### src/hw/cssq_pkg.sv
// package: constants and types for the clock source start-up sequencer
package cssq_pkg;
   // register byte offsets
   localparam logic [7:0] OFS_FUSE = 8'h00;
   localparam logic [7:0] OFS_CTRL = 8'h04;
   localparam logic [7:0] OFS_STAT = 8'h08;
   localparam logic [7:0] OFS_TOUT = 8'h0C;
   localparam logic [7:0] OFS_SUCNT = 8'h10;
   localparam logic [2:0] SIZE_WORD = 3'h2;
   // control register bit positions
   localparam int CTRL_PDOWN = 0;
   localparam int CTRL_NOISE = 1;
   // synchroniser lanes
   localparam int SY_EXT = 0;
   localparam int SY_BOD = 1;
   localparam int SY_WDT = 2;
   localparam int SY_OSC = 3;
   localparam int SY_WAKE = 4;
   localparam int SY_W = 5;
   // oscillator cycle counts
   localparam logic [15:0] SU_258 = 16'h0102;
   localparam logic [15:0] SU_1K = 16'h0400;
   localparam logic [15:0] SU_EXT = 16'h0006;
   localparam logic [15:0] RST_EXTRA = 16'h000E;
   // watchdog cycle count of the short time-out
   localparam logic [13:0] TOUT_512 = 14'h0200;
   // fuse image, a one means unprogrammed
   typedef struct packed {
      logic div8_n;
      logic [1:0] sut;
      logic [3:0] sel;
   } cssq_fuse_s;
   // shipped setting: rc oscillator, sut 10, divide by eight programmed
   localparam cssq_fuse_s FUSE_RESET = '{div8_n: 1'b0, sut: 2'h2, sel: 4'h2};
   typedef enum logic [2:0] {SRC_LP, SRC_FS, SRC_LF, SRC_IRC128, SRC_RC, SRC_EXT, SRC_NONE} cssq_src_e;
   // decoded fuse configuration
   typedef struct packed {
      cssq_src_e src;
      logic [1:0] range;
      logic [15:0] wake;
      logic [13:0] tout;
      logic resv;
   } cssq_cfg_s;
   typedef enum logic [2:0] {ST_HOLD, ST_TIMEOUT, ST_STARTUP, ST_RUN, ST_NOISE, ST_PDOWN, ST_BADSEL} cssq_state_e;
   // complete state of the top module
   typedef struct packed {
      cssq_state_e state;
      logic from_reset;
      cssq_fuse_s snap;
      cssq_fuse_s fuse;
      logic [13:0] tout_cnt;
      logic [15:0] su_cnt;
      logic ap_valid;
      logic ap_write;
      logic ap_hit;
      logic ap_word;
      logic [7:0] ap_addr;
      logic [31:0] hrdata;
      logic hreadyout;
      logic core_reset;
      logic cpu_en;
      logic adc_en;
      logic osc_en;
      cssq_src_e src;
      logic [1:0] range;
      logic div8;
   } cssq_top_s;
   localparam cssq_top_s TOP_RESET = '{state: ST_HOLD, fuse: FUSE_RESET, snap: FUSE_RESET, hreadyout: 1'b1,
      core_reset: 1'b1, osc_en: 1'b1, src: SRC_RC, default: '0};
endpackage

### src/hw/cssq_sync.sv
// module: two-flop synchronisers with rising edge detect
`timescale 1ns/1ps
`default_nettype none
module cssq_sync #(
   parameter int W = 5
) (
   input wire logic i_clk,
   input wire logic i_rst,
   input wire logic [W-1:0] i_async,
   output logic [W-1:0] o_level,
   output logic [W-1:0] o_rise
);
   // meta stage, second stage, edge history
   typedef struct packed {
      logic [W-1:0] meta;
      logic [W-1:0] sync;
      logic [W-1:0] prev;
   } cssq_sync_s;
   cssq_sync_s q;
   cssq_sync_s next_q;
   // meta is only ever read by the sync stage
   always_comb begin
      next_q.meta = i_async;
      next_q.sync = q.meta;
      next_q.prev = q.sync;
   end
   always_ff @(posedge i_clk) begin
      if (i_rst) begin
         q <= '0;
      end else begin
         q <= next_q;
      end
   end
   assign o_level = q.sync;
   assign o_rise = q.sync & ~q.prev;
endmodule
`default_nettype wire

### src/hw/cssq_fuse_decode.sv
// module: fuse decode into clock source and start-up counts
`timescale 1ns/1ps
`default_nettype none
module cssq_fuse_decode #(
   parameter logic [13:0] TOUT_LONG = 14'h2000,
   parameter logic [15:0] SU_16K = 16'h4000,
   parameter logic [15:0] SU_32K = 16'h8000
) (
   input wire cssq_pkg::cssq_fuse_s i_fuse,
   output var cssq_pkg::cssq_cfg_s o_cfg
);
   import cssq_pkg::*;
   // time-out select: 0, 512 or long watchdog cycles
   function automatic logic [13:0] tout_sel(input logic [1:0] k);
      unique case (k)
         2'h1: tout_sel = TOUT_512;
         2'h2: tout_sel = TOUT_LONG;
         default: tout_sel = 14'h0000;
      endcase
   endfunction
   logic [2:0] idx;
   assign idx = {i_fuse.sel[0], i_fuse.sut};
   // zero fuse bits select, read as programmed
   always_comb begin
      o_cfg = '0;
      o_cfg.src = SRC_NONE;
      unique casez (i_fuse.sel)
         4'b1???, 4'b011?: begin
            // crystal tables shared by low power and full swing
            o_cfg.src = i_fuse.sel[3] ? SRC_LP : SRC_FS;
            o_cfg.range = i_fuse.sel[3] ? i_fuse.sel[2:1] : 2'h0;
            unique case (idx)
               3'h0: {o_cfg.wake, o_cfg.tout} = {SU_258, tout_sel(2'h1)};
               3'h1: {o_cfg.wake, o_cfg.tout} = {SU_258, tout_sel(2'h2)};
               3'h2: {o_cfg.wake, o_cfg.tout} = {SU_1K, tout_sel(2'h0)};
               3'h3: {o_cfg.wake, o_cfg.tout} = {SU_1K, tout_sel(2'h1)};
               3'h4: {o_cfg.wake, o_cfg.tout} = {SU_1K, tout_sel(2'h2)};
               3'h5: {o_cfg.wake, o_cfg.tout} = {SU_16K, tout_sel(2'h0)};
               3'h6: {o_cfg.wake, o_cfg.tout} = {SU_16K, tout_sel(2'h1)};
               3'h7: {o_cfg.wake, o_cfg.tout} = {SU_16K, tout_sel(2'h2)};
            endcase
         end
         4'b010?: begin
            // watch crystal, sut 11 is reserved
            o_cfg.src = SRC_LF;
            o_cfg.wake = idx[2] ? SU_32K : SU_1K;
            o_cfg.tout = tout_sel(idx[1:0]);
            o_cfg.resv = (idx[1:0] == 2'h3);
         end
         4'b0011, 4'b0010, 4'b0000: begin
            // internal and external clocks need only a short count
            unique casez (i_fuse.sel)
               4'b0011: o_cfg.src = SRC_IRC128;
               4'b0010: o_cfg.src = SRC_RC;
               default: o_cfg.src = SRC_EXT;
            endcase
            o_cfg.wake = SU_EXT;
            o_cfg.tout = tout_sel(i_fuse.sut);
            o_cfg.resv = (i_fuse.sut == 2'h3);
         end
         4'b0001: begin
            o_cfg.resv = 1'b1;
         end
      endcase
   end
endmodule
`default_nettype wire

### src/hw/cssq_top.sv
// module: clock source selection and internal reset start-up sequencer
`timescale 1ns/1ps
`default_nettype none
// Operation
// - fuse bit one unprogrammed, zero programmed
// - codes 1xxx low power, 011x full swing
// - low frequency, 128k, rc and external codes
// - code 0001 reserved, selects no source
// - shipped default rc, sut 10, divide on
// - time-out starts after all resets release
// - time-out counted in watchdog cycles, fuse chosen
// - time-out lengths 0, 512 or 8192 cycles
// - ripple count holds reset, then release
// - reset: time-out plus count; power-down wake: count only
// - start-up counts from 6 to 32K
// - brown-out holds reset, time-out may be zero
// - low power range from upper three bits
// - divide fuse programmed divides clock by 8
// - low power start-up from low bit, sut
// - low bit 0, sut 00/01: 258 cycles
// - 1K cycle options with 14 or time-out
// - low bit 1, sut 01/10/11: 16K cycle options
// - converter clock runs while cpu halted in noise reduction
// - selected source feeds the clock generator
module cssq_top #(
   parameter logic [13:0] TOUT_LONG = 14'h2000, // long time-out, watchdog cycles
   parameter logic [15:0] SU_16K = 16'h4000, // crystal wake count
   parameter logic [15:0] SU_32K = 16'h8000 // watch crystal wake count
) (
   input wire logic I_CORE_CLK,
   input wire logic I_RST,
   input wire logic I_EXT_RESET,
   input wire logic I_BROWNOUT,
   input wire logic I_WDT_OSC,
   input wire logic I_SYS_OSC,
   input wire logic I_WAKE,
   input wire logic I_HSEL,
   input wire logic [31:0] I_HADDR,
   input wire logic [1:0] I_HTRANS,
   input wire logic I_HWRITE,
   input wire logic [2:0] I_HSIZE,
   input wire logic [31:0] I_HWDATA,
   input wire logic I_HREADY,
   output logic O_HREADYOUT,
   output logic [31:0] O_HRDATA,
   output logic O_HRESP,
   output logic O_CORE_RESET,
   output logic O_CPU_CLK_EN,
   output logic O_ADC_CLK_EN,
   output logic O_OSC_EN,
   output logic [2:0] O_CLK_SOURCE,
   output logic [1:0] O_LP_RANGE,
   output logic O_CLK_DIV8
);
   import cssq_pkg::*;

   cssq_top_s q; // registered state
   cssq_top_s next_q; // next state
   cssq_cfg_s cfg; // decode of the sampled fuses
   logic [SY_W-1:0] sy_level; // synchronised pin levels
   logic [SY_W-1:0] sy_rise; // synchronised rising edges
   logic rst_src; // any other reset source active
   logic [15:0] su_target; // start-up count for this pass
   logic bus_wr; // write data phase to a mapped word
   logic ctrl_pd; // power-down request this cycle
   logic ctrl_nr; // noise reduction request this cycle

   // the reset, brown-out and wake pins and both foreign clocks cross two flops first;
   // oscillators must stay below a third of the core clock
   cssq_sync #(
      .W(SY_W)
   ) u_sync (
      .i_clk(I_CORE_CLK),
      .i_rst(I_RST),
      .i_async({I_WAKE, I_SYS_OSC, I_WDT_OSC, I_BROWNOUT, I_EXT_RESET}),
      .o_level(sy_level),
      .o_rise(sy_rise)
   );

   // decode works on the snapshot, never on the live fuses
   cssq_fuse_decode #(
      .TOUT_LONG(TOUT_LONG),
      .SU_16K(SU_16K),
      .SU_32K(SU_32K)
   ) u_dec (
      .i_fuse(q.snap),
      .o_cfg(cfg)
   );

   // brown-out is one of the reset sources
   assign rst_src = sy_level[SY_EXT] | sy_level[SY_BOD];
   // 14 extra cycles only on the path from reset
   assign su_target = 16'(cfg.wake + (q.from_reset ? RST_EXTRA : 16'h0000));
   assign bus_wr = q.ap_valid & q.ap_write & q.ap_hit & q.ap_word;
   assign ctrl_pd = bus_wr & (q.ap_addr == OFS_CTRL) & I_HWDATA[CTRL_PDOWN];
   assign ctrl_nr = bus_wr & (q.ap_addr == OFS_CTRL) & I_HWDATA[CTRL_NOISE];

   // next state: bus slave, sequencer, outputs
   always_comb begin
      logic [31:0] rd;
      rd = 32'h0000_0000;
      next_q = q;
      // read mux, unmapped reads as zero
      if (q.ap_hit) begin
         unique case (q.ap_addr)
            OFS_FUSE: rd = 32'(q.fuse);
            OFS_STAT: rd = 32'({cfg.resv, q.range, q.div8, 1'b0, q.src, 1'b0, q.state});
            OFS_TOUT: rd = 32'(q.tout_cnt);
            OFS_SUCNT: rd = 32'(q.su_cnt);
            default: rd = 32'h0000_0000;
         endcase
      end
      // data phase of the previous address phase
      if (q.ap_valid && !q.ap_write) begin
         // reads take one wait state so the data comes from a flop
         next_q.hrdata = rd;
         next_q.hreadyout = 1'b1;
      end
      if (bus_wr && q.ap_addr == OFS_FUSE) begin
         // takes effect at the next start-up from reset only
         next_q.fuse = cssq_fuse_s'(I_HWDATA[6:0]);
      end
      next_q.ap_valid = 1'b0;
      // address phase capture
      if (q.hreadyout && I_HREADY && I_HSEL && I_HTRANS[1]) begin
         next_q.ap_valid = 1'b1;
         next_q.ap_write = I_HWRITE;
         next_q.ap_addr = I_HADDR[7:0];
         next_q.ap_hit = (I_HADDR[31:8] == 24'h00_0000);
         next_q.ap_word = (I_HSIZE == SIZE_WORD);
         if (!I_HWRITE) begin
            next_q.hreadyout = 1'b0;
         end
      end
      // start-up sequencer
      unique case (q.state)
         ST_HOLD: begin
            // only left for the time-out once all sources have released
            next_q.state = ST_TIMEOUT;
            next_q.snap = q.fuse;
            next_q.from_reset = 1'b1;
            next_q.tout_cnt = 14'h0000;
            next_q.su_cnt = 16'h0000;
         end
         ST_TIMEOUT: begin
            if (cfg.resv) begin
               next_q.state = ST_BADSEL;
            end else if (q.tout_cnt >= cfg.tout) begin
               // zero length falls straight through
               next_q.state = ST_STARTUP;
               next_q.su_cnt = 16'h0000;
            end else if (sy_rise[SY_WDT]) begin
               next_q.tout_cnt = 14'(q.tout_cnt + 14'h0001);
            end
         end
         ST_STARTUP: begin
            if (q.su_cnt >= su_target) begin
               next_q.state = ST_RUN;
            end else if (sy_rise[SY_OSC]) begin
               next_q.su_cnt = 16'(q.su_cnt + 16'h0001);
            end
         end
         ST_RUN: begin
            // power-down wins over noise reduction
            if (ctrl_pd) begin
               next_q.state = ST_PDOWN;
            end else if (ctrl_nr) begin
               next_q.state = ST_NOISE;
            end
         end
         ST_NOISE: begin
            // oscillator kept running, no count needed
            if (sy_rise[SY_WAKE]) begin
               next_q.state = ST_RUN;
            end
         end
         ST_PDOWN: begin
            // supply assumed good, so no time-out on wake
            if (sy_rise[SY_WAKE]) begin
               next_q.state = ST_STARTUP;
               next_q.from_reset = 1'b0;
               next_q.su_cnt = 16'h0000;
            end
         end
         ST_BADSEL: begin
            // stuck until a reset source fires again
            next_q.state = ST_BADSEL;
         end
      endcase
      // any reset source overrides and clears both counts
      if (rst_src) begin
         next_q.state = ST_HOLD;
         next_q.tout_cnt = 14'h0000;
         next_q.su_cnt = 16'h0000;
      end
      // state outputs follow the next state so they align with it; source, range and divide follow the fuse snapshot
      next_q.core_reset = next_q.state inside {ST_HOLD, ST_TIMEOUT, ST_STARTUP, ST_BADSEL};
      next_q.cpu_en = (next_q.state == ST_RUN);
      next_q.adc_en = next_q.state inside {ST_RUN, ST_NOISE};
      next_q.osc_en = (next_q.state != ST_PDOWN);
      next_q.src = cfg.src;
      next_q.range = cfg.range;
      next_q.div8 = ~q.snap.div8_n;
   end

   // one register for the whole state, shipped fuses at reset
   always_ff @(posedge I_CORE_CLK) begin
      if (I_RST) begin
         q <= TOP_RESET;
      end else begin
         q <= next_q;
      end
   end

   // outputs straight from flops, O_HRESP tied low
   assign O_HREADYOUT = q.hreadyout;
   assign O_HRDATA = q.hrdata;
   assign O_HRESP = 1'b0;
   assign O_CORE_RESET = q.core_reset;
   assign O_CPU_CLK_EN = q.cpu_en;
   assign O_ADC_CLK_EN = q.adc_en;
   assign O_OSC_EN = q.osc_en;
   assign O_CLK_SOURCE = q.src;
   assign O_LP_RANGE = q.range;
   assign O_CLK_DIV8 = q.div8;
endmodule
`default_nettype wire

### config.mk
export PLATFORM = sky130hd
export DESIGN_NAME = cssq_top
export DESIGN_NICKNAME = d
export VERILOG_FILES = /design/src/hw/cssq_pkg.sv /design/src/hw/cssq_sync.sv /design/src/hw/cssq_fuse_decode.sv /design/src/hw/cssq_top.sv
export SDC_FILE = /design/constraint.sdc
export NUM_CORES = 1
export LEC_CHECK = 0
export ABC_AREA = 1
export BUFFER_PORTS_ARGS = -buffer_cell sky130_fd_sc_hd__buf_2
export CAP_MARGIN = 0
export CORE_MARGIN = 3
export CORE_UTILIZATION = 40
export CTS_BUF_LIST = sky130_fd_sc_hd__clkbuf_16
export DETAILED_ROUTE_END_ITERATION = 6
export GPL_TIMING_DRIVEN = 0
export SLEW_MARGIN = 25
export SYNTH_ARGS = -nofsm -noshare
export SYNTH_HDL_FRONTEND = slang
export SYNTH_SLANG_ARGS = --single-unit
### constraint.sdc
create_clock -name I_CORE_CLK -period 3.15 [get_ports I_CORE_CLK]
set_input_delay 0.7875 -clock I_CORE_CLK [delete_from_list [all_inputs] [get_ports I_CORE_CLK]]
set_output_delay 0.7875 -clock I_CORE_CLK [all_outputs]
set_load 0.03 [all_outputs]
# ---- After elaboration in Yosys (flattened, before gate mapping)
# Memories as Yosys holds them, arrays and structs flattened. A register that Yosys moved wholly into a read port is not among the register bits.
# Index checks and enable logic that the tools add are counted.
dict set report op_classes {
  addsub 3
  mul 0
  div_mod_pow 0
  n_lt_le_gt_ge 2
  n_eq_ne 32
  shift 0
  muxes 35
  n_bitwise 12
  reduce_logical 24
}
# operator n
set ops {}
lappend ops {{$pmux 16 s4} 2}
lappend ops {{$mux 16} 6}
lappend ops {{$pmux 30 s3} 1}
lappend ops {{$pmux 14 s2} 2}
lappend ops {{$mux 30} 1}
lappend ops {{$mux 14} 2}
lappend ops {{$mux 3} 9}
lappend ops {{$logic_not 24->1} 1}
lappend ops {{$eq 3x2->1 const B} 7}
lappend ops {{$pmux 3 s7} 1}
lappend ops {{$add 16x1->16 const B} 1}
lappend ops {{$add 16x4->16} 1}
lappend ops {{$eq 8x4->1 const B} 2}
lappend ops {{$ge 16x16->1} 1}
lappend ops {{$eq 3x3->1 const B} 5}
lappend ops {{$add 14x1->14 const B} 1}
lappend ops {{$ge 14x14->1} 1}
lappend ops {{$ne 2x2->1 const B} 7}
lappend ops {{$mux 12} 1}
lappend ops {{$pmux 3 s3} 1}
lappend ops {{$eq 4x2->1 const B} 2}
lappend ops {{$eq 8x3->1 const B} 1}
lappend ops {{$eq 8x5->1 const B} 1}
lappend ops {{$logic_not 8->1} 1}
lappend ops {{other kinds (26)} 50}
dict set report totals {
  reg_bits 102
  latchBits 0
  ram_bits 0
  romBits 48
  in_bits 79
  elab_cells 136
  memories 1
}
# name depth width read_ports rd_ports_with_merged_regs wr line
set mem_list {}
lappend mem_list {{(no name shown)} 8 6 1 1 0 cssq_fuse_decode.sv:32} ;# unique case (idx)

# ---- Depth between registers and ports, before layout
# Gate-level depths: netlist of run 1.
dict set report logic_depth {
  depth_word 11
  depth_mapped 19
}

# ---- Modules after synthesis
# From an unflattened synthesis of run 1, not the netlist that was laid out.
dict set report unflattened {
  cells_unflattened 996
  hier_area_um2 6713.9
}
# mod n_inst cells_each area_per_inst_um2 seq_area_each_um2
set by_module_without_submodules {}
lappend by_module_without_submodules {cssq_top 1 862 5786.8 1741.7}
lappend by_module_without_submodules {cssq_sync 1 56 480.5 300.3}
lappend by_module_without_submodules {cssq_fuse_decode 1 78 446.7 0.0}

# ---- Least setup slack after synthesis of run 1
# No wires, ideal clock.
dict set report synth_timing {
  kind {register to register}
  start {reg q[94] in the netlist's numbering}
  end {reg q[61] in the netlist's numbering}
  setup_ns 0.131
  t_arrival_ns 2.897
  t_required_ns 3.019
  path_slack_ns 0.122
  stages_incl_launch_ff 20
  path_buffers 1
  cell_sequence {dfxtp_1 > inv_1 > o21ai_0 > nand2_1 > nand2_1 > ha_1 > inv_1 > fa_1 > xor2_1 > ha_1 > a21o_1 > nor2_1 > nand2_1 > nand2_1 > nand2_1 > nand2_4 > nand2_4 > buf_6 > nand2_1 > a21oi_2}
}
dict set report synth_between {
  elab_chain_cells 7
}
# element line
set synth_rtl {}
lappend synth_rtl {{from (decl)} cssq_top.sv:57} ;# cssq_top_s q;
lappend synth_rtl {{from (signal assigned)} cssq_top.sv:211} ;# q <= next_q;
lappend synth_rtl {{$eq 4x2->1 (tied with other cells)} cssq_fuse_decode.sv:27} ;# unique casez (i_fuse.sel)
lappend synth_rtl {{$reduce_or 3->1 or $reduce_or 2->1 (tied branches)} cssq_fuse_decode.sv:27}
lappend synth_rtl {{$pmux 30 s3} cssq_fuse_decode.sv:27}
lappend synth_rtl {{$add 16x4->16} cssq_top.sv:93} ;# assign su_target = 16'(cfg.wake + (q.from_reset ? RST_EXTRA : 16'h0000));
lappend synth_rtl {{$ge 16x16->1} cssq_top.sv:157} ;# if (q.su_cnt >= su_target) begin
lappend synth_rtl {{$ne 2x2->1 (no source line)} --}
lappend synth_rtl {{$reduce_and 6->1 (no source line) *} --}
# Every way passes the cells marked *; elsewhere a longest branch is shown, timed or not.
# A chain may end at the register's enable or synchronous reset.

# ---- Final worst setup path of run 1
dict set report layout_timing {
  start {reg q[94] in the netlist's numbering}
  end {reg q[65] in the netlist's numbering}
}
# The elaborated chain is that of the path after synthesis.

==> results of run 1 <==
## kinds of logic after synthesis
family / synth area share, %
buf+inv: 12.7
other cells: 0.0647
fa+ha+maj: 4.66
xor+xnor: 2.42
simple gates: 31.2
compound gates: 12.7
flops: 36.3
## worst paths after layout
kind,startpoint,end,slack [ps],cells past startpoint
setup / recovery,q[94]$_SDFFE_PP0P_,q[65]$_SDFFE_PP0P_,210,19
hold / removal,u_sync.next_q[9]$_SDFF_PP0_,u_sync.o_level[4]$_SDFF_PP0_,410,2
setup reg to reg,q[94]$_SDFFE_PP0P_,q[65]$_SDFFE_PP0P_,210,19
hold reg to reg,u_sync.next_q[9]$_SDFF_PP0_,u_sync.o_level[4]$_SDFF_PP0_,410,2
## routing by layer
layer | GRT usage (%) | wire length (um) | vias up
met4 | 4.92 | 213 | 0
li1 | - | - | 2841
met2 | 34.3 | 7690 | 96
met5 | 0 | 0 | -
met3 | 4.67 | 654 | 14
met1 | 27.2 | 7510 | 2520
## power by group through the flow
stage          combinational [W]  clock, W  sequential, W
2_1_floorplan            0.00144         0        0.00163
3_3_place_gp             0.00193         0        0.00165
3_5_place_dp             0.00193         0        0.00164
4_1_cts                  0.00196   0.00119        0.00162
5_1_grt                  0.00225   0.00124        0.00164
6_report                 0.00199   0.00116        0.00162
## state kept, by name, indices dropped and copies added, names as in the netlist, 2 cells and up, named ones only
| register | flops |
|---|---|
| u_sync.q | 3 |
| O_LP_RANGE | 2 |
| u_sync.o_level | 5 |
| q | 60 |
| O_CLK_SOURCE | 3 |
| O_HRDATA | 16 |
| u_sync.next_q | 5 |
## metrics by stage
step / hold slack (ps) / power [W] / cell area (um^2) / worst slack [ps] / TNS (ps)
4_1_cts: 409 / 0.00476 / 6800 / 32.7 / 0
2_1_floorplan: 387 / 0.00307 / 5860 / 122 / 0
5_1_grt: 412 / 0.00513 / 6830 / -3.66 / -4.72
3_5_place_dp: 396 / 0.00358 / 6470 / -365 / -6610
6_report: 408 / 0.00478 / 6830 / 205 / 0
3_3_place_gp: 389 / 0.00357 / 6470 / -328 / -5930
## area by class of cell
class	count	share of cell area [%]
Inverter	87	4.78
Timing Repair Buffer	81	6.05
Multi-Input combinational cell	579	44.4
Tap cell	180	3.30
Clock buffer	9	3.30
Buffer	59	6.05
Clock inverter	7	1.30
Sequential cell	105	30.8
## worst max-delay path: cells and delay by family, from the launching register on
kind                       cells  cell delay (ps)
adders and majority gates      3              820
and+or+nand+nor                9              730
AOI/OAI and AO/OA              3              440
DFF                            1              380
buffers and inverters          3              290
xor gates and xnor gates       1              150
## layout by cell type, fill, tap and decap left out, drive strengths merged, types with 20 or more instances in the layout
| cell type | Yosys | routed |
|---|---|---|
| a21oi | 70 | 70 |
| dfxtp | 105 | 105 |
| inv | 85 | 88 |
| buf | 52 | 133 |
| nor2 | 109 | 109 |
| o21ai | 40 | 40 |
| ha | 20 | 20 |
| nand2 | 166 | 166 |
| nand3 | 69 | 69 |
| nor3 | 20 | 20 |
## what timing repair did
item / in CTS / in global routing
hold buffers: 0 / 0
pin swaps: 0 / 1
gates resized for setup: 4 / 5
setup buffers: 0 / 3
setup endpoints to repair: 21 / 21
==> impl_results.md, run 1 <==
* Final Cycle Share at around 93%
* Yosys synthesis warning count at 0
* Crit-path max FO at 10
* Drt total wl at ~16000 um
* CTS root buffer: clkbuf_16
* Vias at about 5500
* Final core occ at slightly below 50%
* CTS tree: yes
* Worst IR drop on VDD at roughly 0.00037 V
* Standard-cell rows at between 40 and 50
* Yosys reg bits at between 100 and 150
* Post-route DRC at 0
* WP data required at roughly 3400 ps
* Non-Filler Instances at between 1000 and 1500
* Fill cell count at around 1500
* Cells after DPL at around 1100
* Syn_area_per_cell at 7.12 um^2
* Area Overhead vs Synth at 17.9%
* Most frequent cells after synthesis: nand2_1 (151), dfxtp_1 (105), nor2_1 (100)
* Pleak at about 2.9 nW
* Clock-pin slew on the worst setup and hold paths at 80 ps
* Slew headroom at 57.6%
* Sw Pwr at a little over 0.002 W
* Outcome: complete, no violations
* Die area at 16000 um^2
* Post-synth EDFFs at 0
* Diode count at 0
* Most numerous cell in the Yosys netlist: nand2_1
* Sw frac at 42.8%
* Synth Cell Area at ~5800 um^2
* CP most frequent cell: nand2_1
* WS Path Type: reg2reg
* Synth Flop Type: dfxtp_1
* Final Hold Vio Count at 0
* Final nets at between 1000 and 1500
* Critical-path cell list: inv_2, o21ai_4, nand2_2, nand2_1, ha_1, inv_1, fa_1, xor2_1, ha_1, a21o_1, nor2_1, nand2_1, nand2_1, nand2_1, nand2_4, nand2_4, buf_6, nand2_1, a21oi_1
* Hpwl dp at 12700 um
* Worst EP arrival at roughly 3200 ps
* Layout cell share with drive strength beyond 1 at a little over a fifth
* # IOs at roughly 120
* Final ANT Viol Nets at 0
* Tmin final at ~3000 ps
* Measured slew at the worst slew-check pin at 635 ps
* Vias in the first global route at 5176
* Wire length per cell at roughly 15 um
* Setup Skew at 12.3 ps
* Startpoint Class: register
* Register share of total power at 34.0%
* Asr flop ratio synth at 0%
* CTS Buffer Depth at 2
* Multi-input gate area at 3030 um^2
* Die height at about 130 um
* Fmax achieved at ~340 MHz
* P_int at between 0.002 and 0.003 W
* Vias per cell at between 4 and 5
* CTS H-tree lvls at 3
* Clk pwr share at between 20% and 30%
* First-pass GRT wire length at 26200 um
* Final Max Slew Viols at 0
* Largest net degree at the start of global routing at 23
* Yosys top cell by area: dfxtp_1
* GPL Wtd Cong at 0.910
* Largest cells by area after synthesis: dfxtp_1 (36%), nand2_1 (9.8%), nor2_1 (6.5%), a21oi_1 (5.8%), nand3_1 (5.7%)
* Critical Path Max Stage Delay at ~380 ps
* Total Routing Usage GR at about a fifth
* Clock Latency Late Sink at between 300 and 400 ps
* Register area at about 2100 um^2
* Drt initial violations at between 300 and 400
* Core Region at between 10000 and 15000 um^2
* Remaining Overflow, GRT at 0
* Pwr dens at 699 nW/um^2
* Router iterations before antenna repair at 5
* Initial Util at between 40% and 50%
* Post-synth cell types at between 40 and 50
* Post-synthesis cell count at roughly 810
* Combinational power share at about two fifths
* Clk sinks at between 100 and 150
* Register area share after synthesis at 36.3%
* Crit path capture type: register
* Hold Path Class: reg2reg
* Initial antenna violation count at 0
* Worst path slowest cell: dfxtp_4
* IO buf count at a little under 80
* CTS buffer count at 9
* Setup Viol. Count Final at 0
* Max Cap Viol at 0
* Die Wd at 126 um
* Area share of the largest cell type after synthesis at a little over a third
Note: power is estimated with default switching activity, not from simulation.
==> run 2, diff against run 1 <==
- clock period: 3.15 -> 3.7 ns (I/O delays scaled with it)
==> run 2 against run 1 <==
- sequential power is 15% lower
- largest cell class unchanged
- fmax is 13% lower
- wire length is 0.15% lower
- register-to-register slack better by 120 ps
- highest routed layer unchanged
- count of clock-buffer cells in the layout stayed put
- clock skew hardly changed
==> impl_results.md, run 2 (synthesis gave the netlist of run 1 again) <==
* Outcome: complete, no violations (unchanged)
* Crit path capture type: register (unchanged)
* Vias in the first global route at 5169 (was 5176)
* Startpoint Class: register (unchanged)
* Worst EP arrival at 3660 ps (was 3180 ps)
* Vias at 5441 (was 5471)
* RR Startpoint: q[94]$_SDFFE_PP0P_ (unchanged)
* Hpwl dp at 12700 um (unchanged)
* Leading cell types in the layout, fill and taps excluded: nand2_1 (151), dfxtp_1 (105), nor2_1 (100) (was nand2_1 (150), dfxtp_1 (103), nor2_1 (100))
* Wire length per cell at 14.5 um (about the same)
* WS Path Type: reg2reg (unchanged)
* Die area at 16000 um^2 (unchanged)
* First-pass GRT wire length at 26100 um (was 26200 um)
* Vias per cell at 4.93 (was 4.94)
* Clk sinks at 105 (unchanged)
* Most common cell after layout, fill and taps aside: nand2_1 (unchanged)
* Diode count at 0 (unchanged)
* Hold path start: u_sync.next_q[9]$_SDFF_PP0_ (unchanged)
* Drt initial violations at 406 (was 390)
* Clock Latency Late Sink at 370 ps (about the same)
* Largest register FFs at 60 (unchanged)
* Setup Skew at 12.6 ps (was 12.3 ps)
* CTS root buffer: clkbuf_16 (unchanged)
* Biggest register: q (unchanged)
* CTS H-tree lvls at 3 (unchanged)
* Final Cycle Share at 91.2% (was 93.5%)
* IO buf count at 78 (unchanged)
* Pwr dens at 591 nW/um^2 (was 699 nW/um^2)
* Final ANT Viol Nets at 0 (unchanged)
* CTS Buffer Depth at 2 (unchanged)
* CP startpoint: q[94]$_SDFFE_PP0P_ (unchanged)
* WP data required at 3990 ps (was 3380 ps)
* Slew headroom at 56.9% (was 57.6%)
* Setup Viol. Count Final at 0 (unchanged)
* Worst IR drop on VDD at 0.000307 V (was 0.000370 V)
* Layout cell share with drive strength beyond 1 at 20.3% (was 21.1%)
* Clock-pin slew on the worst setup and hold paths at 80 ps (about the same)
* Total Routing Usage GR at 20.5% (was 20.6%)
* Post-CTS setup buffers at 0 (unchanged)
* Hold Path Class: reg2reg (unchanged)
* Final Hold Vio Count at 0 (unchanged)
* Initial antenna violation count at 0 (unchanged)
* Tmin final at 3370 ps (was 2940 ps)
* Fmax achieved at 296 MHz (was 340 MHz)
* Max Cap Viol at 0 (unchanged)
* Crit-path max FO at 10 (unchanged)
* Die Wd at 126 um (unchanged)
* Router iterations before antenna repair at 5 (unchanged)
* Sum Neg Setup Slack at 0 ps (unchanged)
* Placement Setup Slack at 185 ps (was -365 ps)
* Final nets at 1019 (was 1022)
* Reg2Reg Setup Slack at 330 ps (was 210 ps)
* Standard-cell rows at 43 (unchanged)
* RSZ-0062 raised after global routing: no
* GPL Wtd Cong at 0.910 (unchanged)
* CTS buffer count at 9 (unchanged)
* Core Region at 14000 um^2 (unchanged)
* Worst setup margin at 327 ps (was 205 ps)
* Initial Util at 41.3% (unchanged)
* Largest net degree at the start of global routing at 23 (unchanged)
* Drt total wl at 16000 um (was 16100 um)
* Fill cell count at 1492 (was 1486)
* Final Max Slew Viols at 0 (unchanged)
* # IOs at 123 (unchanged)
* Die height at 126 um (unchanged)
* CTS tree: yes (unchanged)
* Remaining Overflow, GRT at 0 (unchanged)
* Area Overhead vs Synth at 17.1% (was 17.9%)
* Pleak at 2.89 nW (was 2.91 nW)
* Measured slew at the worst slew-check pin at 647 ps (was 635 ps)
* Post-route DRC at 0 (unchanged)
[run 2: worst paths after layout]
path,cells past startpoint,to
setup / recovery,18,q[57]$_SDFFE_PP0P_
hold / removal,2,u_sync.o_level[4]$_SDFF_PP0_
setup reg to reg,18,q[57]$_SDFFE_PP0P_
hold reg to reg,2,u_sync.o_level[4]$_SDFF_PP0_
[run 2: final cells by class]
cell class	count	area [um^2]	share of cell area [%]
Multi-Input combinational cell	579	3020	44.5
Sequential cell	105	2100	31.0
Buffer	59	409	6.03
Timing Repair Buffer	78	390	5.75
Inverter	87	327	4.81
Clock buffer	9	225	3.32
Tap cell	180	225	3.32
Clock inverter	7	88.8	1.31
[run 2: where the power goes]
part	internal, W	leakage [nW]	switching (W)
clock	0.000487	0.152	0.000500
sequential	0.00126	0.854	0.000122
combinational	0.000549	1.88	0.00110
total	0.00229	2.89	0.00172
[run 2: timing repair]
item	CTS	global route
resized for setup	0	1
hold endpoints to repair	0	0
endpoints found under the setup margin	0	15
hold buffers	0	0
[run 2: routing by layer]
metal,up-vias,part of all wire (%),GRT usage [%],wire (um)
met1,2491,46,27.1,7460
met4,0,1.4,4.92,226
met5,-,0,0,0
li1,2829,-,-,-
met3,15,4.8,4.67,765
met2,106,47,34.2,7590
[run 2: stage by stage]
step | instances | hold WS, ps | utilization (%) | instance area (um^2) | total power [W]
after global routing | 1104 | 412 | 48.3 | 6790 | 0.00431
after CTS | 1104 | 409 | 48.3 | 6790 | 0.00404
after detailed placement | 1088 | 396 | 46.1 | 6470 | 0.00304
final | 1104 | 408 | 48.3 | 6790 | 0.00401
after global placement | 1088 | 389 | 46.1 | 6470 | 0.00304
after floorplan | 830 | 387 | - | 5860 | 0.00262
[run 2: worst max-delay path, stage by stage (launching register included)]
cell and delay [ps]:
dfxtp_1 420, inv_1 120, o21ai_1 360, nand2_1 180, nand2_1 100, ha_1 150, inv_1 50, fa_1 370
xor2_1 150, ha_1 300, a21o_1 180, nor2_1 80, nand2_1 60, nand2_1 50, nand2_1 100, nand2_4 150
buf_4 210, nand3_1 100, a21oi_1 150
